## src/phy_regs_cfg.svh

```systemverilog
// Offsets, field positions and reset values for the PHY speed and advertisement registers
`ifndef PHY_REGS_CFG_SVH
`define PHY_REGS_CFG_SVH
`define OFS_SPEED_STATUS 12'h000
`define OFS_ADVERT 12'h004
`define OFS_LINK_MODE 12'h008
`define SPD_CODE_LSB 2
`define SPD_CODE_MSB 4
`define STATUS_RSV6_BIT 6
`define STATUS_WMASK 16'h0040
`define STATUS_RESET 16'h0040
`define ADV_NP_BIT 15
`define ADV_RF_BIT 13
`define ADV_PAUSE_LSB 10
`define ADV_PAUSE_MSB 11
`define ADV_ABIL_LSB 5
`define ADV_ABIL_MSB 8
`define ADV_SEL_LSB 0
`define ADV_SEL_MSB 4
`define ADV_WMASK 16'h2DFF
`define ADV_RESET 16'h01E1
`endif

```

## src/phy_regs_pkg.sv

```systemverilog
// Types shared by the PHY register bank
package phy_regs_pkg;
  typedef enum logic [2:0] {
    SpdRsv0 = 3'h0,
    SpdSlowHalf = 3'h1,
    SpdFastHalf = 3'h2,
    SpdRsv3 = 3'h3,
    SpdRsv4 = 3'h4,
    SpdSlowFull = 3'h5,
    SpdFastFull = 3'h6,
    SpdRsv7 = 3'h7
  } speed_duplex_code_e;

  typedef struct packed {
    logic adv_remote_fault;
    logic [1:0] adv_pause_ability;
    logic adv_fast_full;
    logic adv_fast_half;
    logic adv_slow_full;
    logic adv_slow_half;
    logic [4:0] adv_selector_field;
  } advert_s;

  typedef struct packed {
    logic linkUp;
    logic fast;
    logic full;
  } link_mode_s;
endpackage

```

## src/phy_speed_advert_regs.sv

```systemverilog
// AHB-Lite register bank: speed/duplex status and auto-negotiation advertisement
//
// Overview of operation
// - Bits 4-2 report speed and duplex code
// - Next-page bit reads zero, read-only
// - Writable PAUSE field bits 11-10, reset zero
// - Writable remote-fault bit 13, reset zero
// - Writable ability bits 8-5 advertise modes
`timescale 1ns/1ns
`include "phy_regs_cfg.svh"
module phy_speed_advert_regs
  import phy_regs_pkg::*;
(
  // Clock and reset
  input wire logic clk,
  input wire logic rst_n,
  // AHB-Lite slave
  input wire logic hsel,
  input wire logic [11:0] haddr,
  input wire logic [1:0] htrans,
  input wire logic hwrite,
  input wire logic [2:0] hsize,
  input wire logic hready,
  input wire logic [31:0] hwdata,
  output logic [31:0] hrdata,
  output logic hreadyout,
  output logic hresp,
  // Resolved link mode from the PHY core, asynchronous
  input wire logic linkUpIn,
  input wire logic linkFastIn,
  input wire logic linkFullIn,
  // Advertisement fields toward the negotiation logic
  output advert_s advert
);
  ////////////////////////////////////////////////////////////////////////////
  // Link mode synchroniser
  link_mode_s modeMeta_q;
  link_mode_s modeSync_q;
  speed_duplex_code_e spdCode;

  // Mode pins belong to the PHY core clock, so two stages come first
  always_ff @(posedge clk or negedge rst_n) begin
    if (!rst_n) begin
      modeMeta_q <= '0;
      modeSync_q <= '0;
    end else begin
      modeMeta_q <= '{linkUp: linkUpIn, fast: linkFastIn, full: linkFullIn};
      modeSync_q <= modeMeta_q;
    end
  end

  speed_code_tracker u_tracker (
    .clk(clk),
    .rst_n(rst_n),
    .mode(modeSync_q),
    .code(spdCode)
  );

  ////////////////////////////////////////////////////////////////////////////
  // Address decode, shared by the write and read paths
  typedef enum logic [1:0] {
    SelNone,
    SelStatus,
    SelAdvert,
    SelLink
  } reg_sel_e;

  // Unmapped offsets fall to SelNone: reads give zero, writes are dropped
  function automatic reg_sel_e decodeAddr(input logic [11:0] addr);
    reg_sel_e sel;
    sel = SelNone;
    case (addr)
      `OFS_SPEED_STATUS: begin
        sel = SelStatus;
      end
      `OFS_ADVERT: begin
        sel = SelAdvert;
      end
      `OFS_LINK_MODE: begin
        sel = SelLink;
      end
      default: begin
        sel = SelNone;
      end
    endcase
    return sel;
  endfunction

  ////////////////////////////////////////////////////////////////////////////
  // Address phase capture
  logic wrPend_q;
  logic [11:0] wrAddr_q;
  wire logic accept;
  wire logic isRead;
  wire logic wrPend_d;
  wire logic [11:0] wrAddr_d;

  // Zero wait states: a write lands at the end of its data phase
  assign accept = hsel && hready && htrans[1];
  assign isRead = accept && !hwrite;
  assign wrPend_d = accept && hwrite;
  assign wrAddr_d = accept ? haddr : wrAddr_q;

  always_ff @(posedge clk or negedge rst_n) begin
    if (!rst_n) begin
      wrPend_q <= 1'b0;
      wrAddr_q <= 12'h000;
    end else begin
      wrPend_q <= wrPend_d;
      wrAddr_q <= wrAddr_d;
    end
  end

  ////////////////////////////////////////////////////////////////////////////
  // Register storage
  logic [15:0] status_q;
  logic [15:0] advert_q;
  wire logic wrStatus;
  wire logic wrAdvert;
  wire reg_sel_e wrSel;
  wire logic [15:0] wrWord;
  wire logic [15:0] statusRead;
  wire logic [15:0] advertRead;

  function automatic logic [15:0] merge(input logic [15:0] old, input logic [15:0] wr,
                                        input logic [15:0] mask);
    return (old & ~mask) | (wr & mask);
  endfunction

  // Upper half of the bus word carries no register bits
  assign wrWord = hwdata[15:0];
  assign wrSel = decodeAddr(wrAddr_q);
  assign wrStatus = wrPend_q && (wrSel == SelStatus);
  assign wrAdvert = wrPend_q && (wrSel == SelAdvert);

  // Only bit 6 is stored; other reserved bits accept writes but hold zero
  always_ff @(posedge clk or negedge rst_n) begin
    if (!rst_n) begin
      status_q <= `STATUS_RESET;
    end else if (wrStatus) begin
      status_q <= merge(status_q, wrWord, `STATUS_WMASK);
    end
  end

  // Next-page and reserved bits are outside the write mask
  always_ff @(posedge clk or negedge rst_n) begin
    if (!rst_n) begin
      advert_q <= `ADV_RESET;
    end else if (wrAdvert) begin
      advert_q <= merge(advert_q, wrWord, `ADV_WMASK);
    end
  end

  // Reserved status bits read as stored (zero except bit 6, which resets to one); software ignores them
  assign statusRead = {status_q[15:`SPD_CODE_MSB + 1], spdCode,
                       status_q[`SPD_CODE_LSB - 1:0]};
  assign advertRead = {1'b0, advert_q[14:0]};

  assign advert = '{
    adv_remote_fault: advert_q[`ADV_RF_BIT],
    adv_pause_ability: advert_q[`ADV_PAUSE_MSB:`ADV_PAUSE_LSB],
    adv_fast_full: advert_q[`ADV_ABIL_MSB],
    adv_fast_half: advert_q[`ADV_ABIL_MSB - 1],
    adv_slow_full: advert_q[`ADV_ABIL_LSB + 1],
    adv_slow_half: advert_q[`ADV_ABIL_LSB],
    adv_selector_field: advert_q[`ADV_SEL_MSB:`ADV_SEL_LSB]
  };

  ////////////////////////////////////////////////////////////////////////////
  // Read data, registered; unmapped addresses read zero
  logic [31:0] rdata_q;
  wire reg_sel_e rdSel;
  wire logic [15:0] rdWord;
  wire logic [15:0] linkView;
  wire logic [31:0] rdata_d;

  // Every select code is listed, so the case needs no default
  function automatic logic [15:0] pickWord(input reg_sel_e sel, input logic [15:0] st,
                                           input logic [15:0] adv, input logic [15:0] lnk);
    logic [15:0] word;
    word = 16'h0000;
    unique case (sel)
      SelStatus: begin
        word = st;
      end
      SelAdvert: begin
        word = adv;
      end
      SelLink: begin
        word = lnk;
      end
      SelNone: begin
        word = 16'h0000;
      end
    endcase
    return word;
  endfunction

  assign linkView = {13'h0000, modeSync_q.linkUp, modeSync_q.fast, modeSync_q.full};
  assign rdSel = decodeAddr(haddr);
  assign rdWord = pickWord(rdSel, statusRead, advertRead, linkView);
  // Held between reads, so the data phase never sees a later change
  assign rdata_d = isRead ? {16'h0000, rdWord} : rdata_q;

  always_ff @(posedge clk or negedge rst_n) begin
    if (!rst_n) begin
      rdata_q <= 32'h0000_0000;
    end else begin
      rdata_q <= rdata_d;
    end
  end

  assign hrdata = rdata_q;
  assign hreadyout = 1'b1;
  assign hresp = 1'b0;
endmodule

```

## src/speed_code_tracker.sv

```systemverilog
// Tracks the resolved link mode and encodes it as the speed/duplex code
`timescale 1ns/1ns
module speed_code_tracker
  import phy_regs_pkg::*;
(
  // Clock and reset
  input wire logic clk,
  input wire logic rst_n,
  // Resolved mode, already synchronised
  input link_mode_s mode,
  // Encoded code
  output speed_duplex_code_e code
);
  speed_duplex_code_e code_q;
  wire speed_duplex_code_e code_d;

  // Link down has no defined code, so it reports the all-zero reserved value
  function automatic speed_duplex_code_e encode(input link_mode_s m);
    speed_duplex_code_e c;
    c = SpdRsv0;
    if (m.linkUp && m.fast && m.full) begin
      c = SpdFastFull;
    end else if (m.linkUp && m.fast) begin
      c = SpdFastHalf;
    end else if (m.linkUp && m.full) begin
      c = SpdSlowFull;
    end else if (m.linkUp) begin
      c = SpdSlowHalf;
    end
    return c;
  endfunction

  assign code_d = encode(mode);

  // Refreshed every cycle so a read shows the present mode
  always_ff @(posedge clk or negedge rst_n) begin
    if (!rst_n) begin
      code_q <= SpdRsv0;
    end else begin
      code_q <= code_d;
    end
  end

  assign code = code_q;
endmodule

```

## config.mk

```make
export PLATFORM = sky130hd
export DESIGN_NAME = phy_speed_advert_regs
export DESIGN_NICKNAME = d
export VERILOG_FILES = /design/src/phy_regs_pkg.sv /design/src/phy_speed_advert_regs.sv /design/src/speed_code_tracker.sv
export VERILOG_INCLUDE_DIRS = /design/src
export SDC_FILE = /design/constraint.sdc
export NUM_CORES = 1
export LEC_CHECK = 0
export BUFFER_PORTS_ARGS = -buffer_cell sky130_fd_sc_hd__buf_2
export CAP_MARGIN = 20
export CORE_AREA = 2 2 78 65
export CTS_BUF_LIST = sky130_fd_sc_hd__clkbuf_2 sky130_fd_sc_hd__clkbuf_4 sky130_fd_sc_hd__clkbuf_8
export CTS_CLUSTER_DIAMETER = 40
export DETAILED_ROUTE_END_ITERATION = 6
export DIE_AREA = 0 0 80 67
export HOLD_SLACK_MARGIN = 0.1
export PLACE_DENSITY = 0.79
export SETUP_SLACK_MARGIN = 0.05
export SLEW_MARGIN = 20
export SYNTH_ARGS = -nofsm -noshare
export SYNTH_HDL_FRONTEND = slang
export SYNTH_SLANG_ARGS = --single-unit
```

## constraint.sdc

```tcl
create_clock -name clk -period 2.5 [get_ports clk]
set_input_delay 0.375 -clock clk [delete_from_list [all_inputs] [get_ports clk]]
set_output_delay 0.375 -clock clk [all_outputs]
set_load 0.1 [all_outputs]
```

# Word-level counts from Yosys, hierarchy flattened
# Cells that the tools add are included.
[word_totals] out_inout_bits=46 in_bits=57 ff_bits=70 wordCells=43
[classes] eq_ne=9 n_mux=7 reduce_logical=13 bitwise=2
[ops] cell="$pmux 16 s4" n=1
[ops] cell="$eq 12x3->1 const B" n=2
[ops] cell="$eq 12x4->1 const B" n=2
[ops] cell="$logic_not 12->1" n=2
[ops] cell="$or 16x14->16" n=1
[ops] cell="$or 16x7->16" n=1
[ops] cell="$pmux 2 s3" n=2
[ops] cell="$logic_and 1x1->1" n=9
[ops] cell="$mux 3" n=3
[ops] cell="$eq 2x2->1 const B" n=3
[ops] cell="$eq 2x1->1 const B" n=2
[ops] cell="$logic_not 2->1" n=1
[ops] cell="$logic_not 1->1" n=1
[ops] cell="$mux 1" n=1

# Depth between registers and ports, before layout
[depth] depth_word=4 mapped_depth=4 mapped_depth_nobuf=3

# Hierarchy
# Synthesis repeated with hierarchy kept, for this count alone.
[hier_totals] hier_cells=162 area_unflattened_um2=2069.5
[modules_own_cells] module="phy_speed_advert_regs" n_inst=1 seq_area_each_um2=1133.6 area_per_inst_um2=1971.9 cells_per_inst=156
[modules_own_cells] module="speed_code_tracker" n_inst=1 seq_area_each_um2=75.1 area_per_inst_um2=97.6 cells_per_inst=6

# Least setup slack after synthesis
# No wires, ideal clock.
[synth_timing] kind="reg2reg" startpoint="reg wrAddr_q[6]" endpoint="reg advert_q[1]" synth_period_minus_slack_ps=1849 required_ps=2374 stages_incl_launch_ff=5 arrival_time_ps=1724 n_path_buf=1 setup_slack_ps=651 setup_time_ps=126 path_cell_list="dfrtp_1 -> or4_4 -> nor4_4 -> buf_6 -> mux2_2"
[synth_between] elab_chain_len=4 elab_cells_between_ends=6 classes_between="eq/ne: 3; mux: 1; reduce/logical: 2"
[synth_rtl] item="start: declaration" line="phy_speed_advert_regs.sv:92" rtl="logic [11:0] wrAddr_q;"
[synth_rtl] item="start signal: assignment" line="phy_speed_advert_regs.sv:110" rtl="wrAddr_q <= wrAddr_d;"
[synth_rtl] item="$eq 12x4->1, or another cell as far along" line="phy_speed_advert_regs.sv:72" rtl="case (addr)"
[synth_rtl] item="$pmux 2 s3 (*)" line="phy_speed_advert_regs.sv:72"
[synth_rtl] item="$eq 2x2->1 (*)" line="phy_speed_advert_regs.sv:134" rtl="assign wrAdvert = wrPend_q && (wrSel == SelAdvert);"
[synth_rtl] item="$logic_and 1x1->1 (*)" line="phy_speed_advert_regs.sv:134"
[synth_rtl] item="end signal: assignment" line="phy_speed_advert_regs.sv:148" rtl="advert_q <= `ADV_RESET;"
[synth_rtl] item="end signal: assignment" line="phy_speed_advert_regs.sv:150" rtl="advert_q <= merge(advert_q, wrWord, `ADV_WMASK);"
[synth_rtl] item="end: declaration" line="phy_speed_advert_regs.sv:117" rtl="logic [15:0] advert_q;"
# Mark *: on every way between the ends. The rest lies on a longest branch, timed or not.
# A chain may end at the register's enable or synchronous reset.

# Final worst setup path
[layout_timing] startpoint="reg wrAddr_q[6]" endpoint="reg advert_q[11]"
# The elaborated chain is that of the path after synthesis.

==> impl_metrics.ini <==
[floorplan]
core_area_um2 = 4510
die-area_um2 = 5360
ios = 103
fp-row-count = 22
initial_core_util_pct = 45.8
die_w_um = 80
die_h_um = 67

[finish]
antenna_cells = 0
final-seq-area_um2 = 1210
area_delta_synth_final_pct = 19.8
nets = 282
fill_cells = 422
drive_above_1_share_pct = 47.8
fin_area_um2 = 2480
multi_input_area_um2 = 734
utilization_pct = 54.9

[power]
p_leak_nw = 1.26
max-vdd-ir-drop_mv = 0.401
switching_share_pct = 28.2
combPwrFrac_pct = 16.0
p_sw_w = 0.000472
p_int_w = 0.00120
pwr-share-clk_pct = 33.3
power_density_nw_per_um2 = 676
sequentialPowerShare_pct = 50.7

[placed_design]
dpl.hpwl_mm = 3.04
dpl_cell_area_um2 = 2350
io_buffers = 59
place.gp.congestion = 0.714
post-place-ws_ns = 0.375

[clocking]
cts_hold_buf = 1
cts_resized = 0
cts_num_sinks = 48
post_cts_buffers = 0
clk_latency_ns = 0.30
clkTransAtPathRegs_ns = 0.09
h-tree-depth = 2
cts_root_buffer = clkbuf_8
cts_buffer_depth = 2
tritoncts = built
cts_buffers = 5

[synth]
synth_area_per_cell_um2 = 12.8
synthesis.area_um2 = 2070
ys.flop_type = dfrtp_1
synth_top_family_by_area = multiplexers
yosys.area_share.simple_pct = 11.7
yosysMostFrequentCell = dfrtp_1
yosysTopAreaCell = dfrtp_1
synth_compound_area_share_pct = 4.78
synthArstFlopShare_pct = 100
synth.distinct_cells = 28
synth_area_leaders = dfrtp_1, mux2_2, dfstp_2
synthAdderAreaFrac_pct = 0
synth-seq-cells = 48
netlist.area_leader.share_pct = 50.8
synth-xor-area-share_pct = 0
seq_area_frac_synth_pct = 58.5
ys_warn_count = 0
yosys-top-cells-count = dfrtp_1, mux2_2, buf_4
synthMuxAreaShare_pct = 15.6
synthCells = 162
synth_edf_count = 0

[sta]
setup_ws_ns = 0.394
clock_skew_ns = 0.00646
setup_viol = 0
hold_viol = 0
worst_pin_slew_ns = 0.702
post-route-period-util_pct = 84.3
fmax_mhz = 475
rsz0062_at_grt = no
relSlewSlack_pct = 52.8
min_period_ns = 2.11
setup_tns_ns = 0
slew_violations = 0

[global_route]
grt_util_met1_pct = 20.5
grt-busiest-layer = met2
overflow = 0
grtUsageTotal_pct = 16.6
grt_pass1_vias = 1319
met3_usage_pct = 6.78
grt_max_degree = 26
grt_use_met2_pct = 26.3
grt_pass1_wl_mm = 6.49
antenna_found_initial = 0

[critical_path]
cp-end-kind = flop
cp-start-kind = flop
cp_max_fo = 5
crit_type = flop to flop
critPathRequiredTime_ns = 2.69
crit_arrival_ns = 2.30

[routing]
drtIter0Drc = 69
totalWireLength_mm = 3.97
first_pass_iters = 4
ant_nets = 0
routed_via_density = 4.71
drcViolationCount = 0
vias = 1347
wire_per_inst_um = 13.9

[outcome]
outcome = completed

[job]
drv_cap = 0

[hold_path]
min_path_type = input pin to flop
## per-layer routing
layer	wire [µm]	vias up
met1	1790	647
met2	1840	49
met3	279	5
met4	53	0
met5	0	-
li1	-	646
## cell type report
type,instances,share of cell area (%)
Multi-Input combinational cell,104,29.7
Sequential cell,48,48.8
Tap cell,60,3.03
Timing Repair Buffer,65,13.8
Inverter,1,0.152
Clock inverter,2,1.41
Clock buffer,6,3.08
## per-stage QoR
step	instances	total power (W)	hold WS, ns
after detailed placement	277	0.00113	0.335
after floorplan	179	0.00109	0.0794
final	286	0.00167	0.176
after global placement	277	0.00113	0.334
after CTS	286	0.00169	0.167
after global routing	286	0.00175	0.158
## cells by family (layout without fill, tap and decap cells)
group,count (synthesis),count (layout)
buf+inv,27,74
compound gates,15,15
other cells,2,19
flops,48,48
simple gates,41,41
mux,29,29
## path summary, 6_finish.rpt
check                                    from             to  slack (ns)  cells past startpoint
worst min-delay path               linkFullIn  modeMeta_q[0]        0.18                      1
worst max register to register    wrAddr_q[6]   advert_q[11]        0.39                      4
min in group asynchronous               rst_n      hrdata[0]        0.58                      2
worst max-delay path              wrAddr_q[6]   advert_q[11]        0.39                      4
worst min register to register  modeMeta_q[1]    linkView[1]        0.35                      0
max in group asynchronous               rst_n    advert_q[7]        1.28                      3
## sequential cells by signal, summed over array words and instances, names as in the netlist
register	count
wrAddr_q	12
hrdata	13
u_tracker.code	3
status_q	1
linkView	3
advert_q	12
modeMeta_q	3
wrPend_q	1
## power by group through the flow
stage               Sequential, W  Combinational, W  Clock, W
finish                   0.000849          0.000269  0.000557
global route             0.000857          0.000285  0.000609
CTS                      0.000849          0.000271  0.000569
detailed placement       0.000864          0.000269         0
global placement         0.000863          0.000265         0
floorplan                0.000874          0.000217         0
## worst max-delay path: stages, from the launching register on
cell	delay (ns)
dfrtp_1	0.38
or4_4	0.56
nor4_4	0.48
buf_4	0.24
mux2_2	0.34
## placed cells by master (no fill, tap or decap), types with 2 or more instances in the layout
master,count
a22oi_1,2
and2_1,3
buf_2,59
buf_4,5
clkbuf_8,5
conb_1,19
dfrtp_1,42
dfstp_2,6
mux2_2,25
mux2i_1,4
nand2_1,18
nand3_1,2
nand4b_1,2
nor2_1,2
nor2b_1,3
nor4_1,3
o21ai_0,6
o31ai_1,6
or4_4,2
Power figures use the tool's default switching activity.
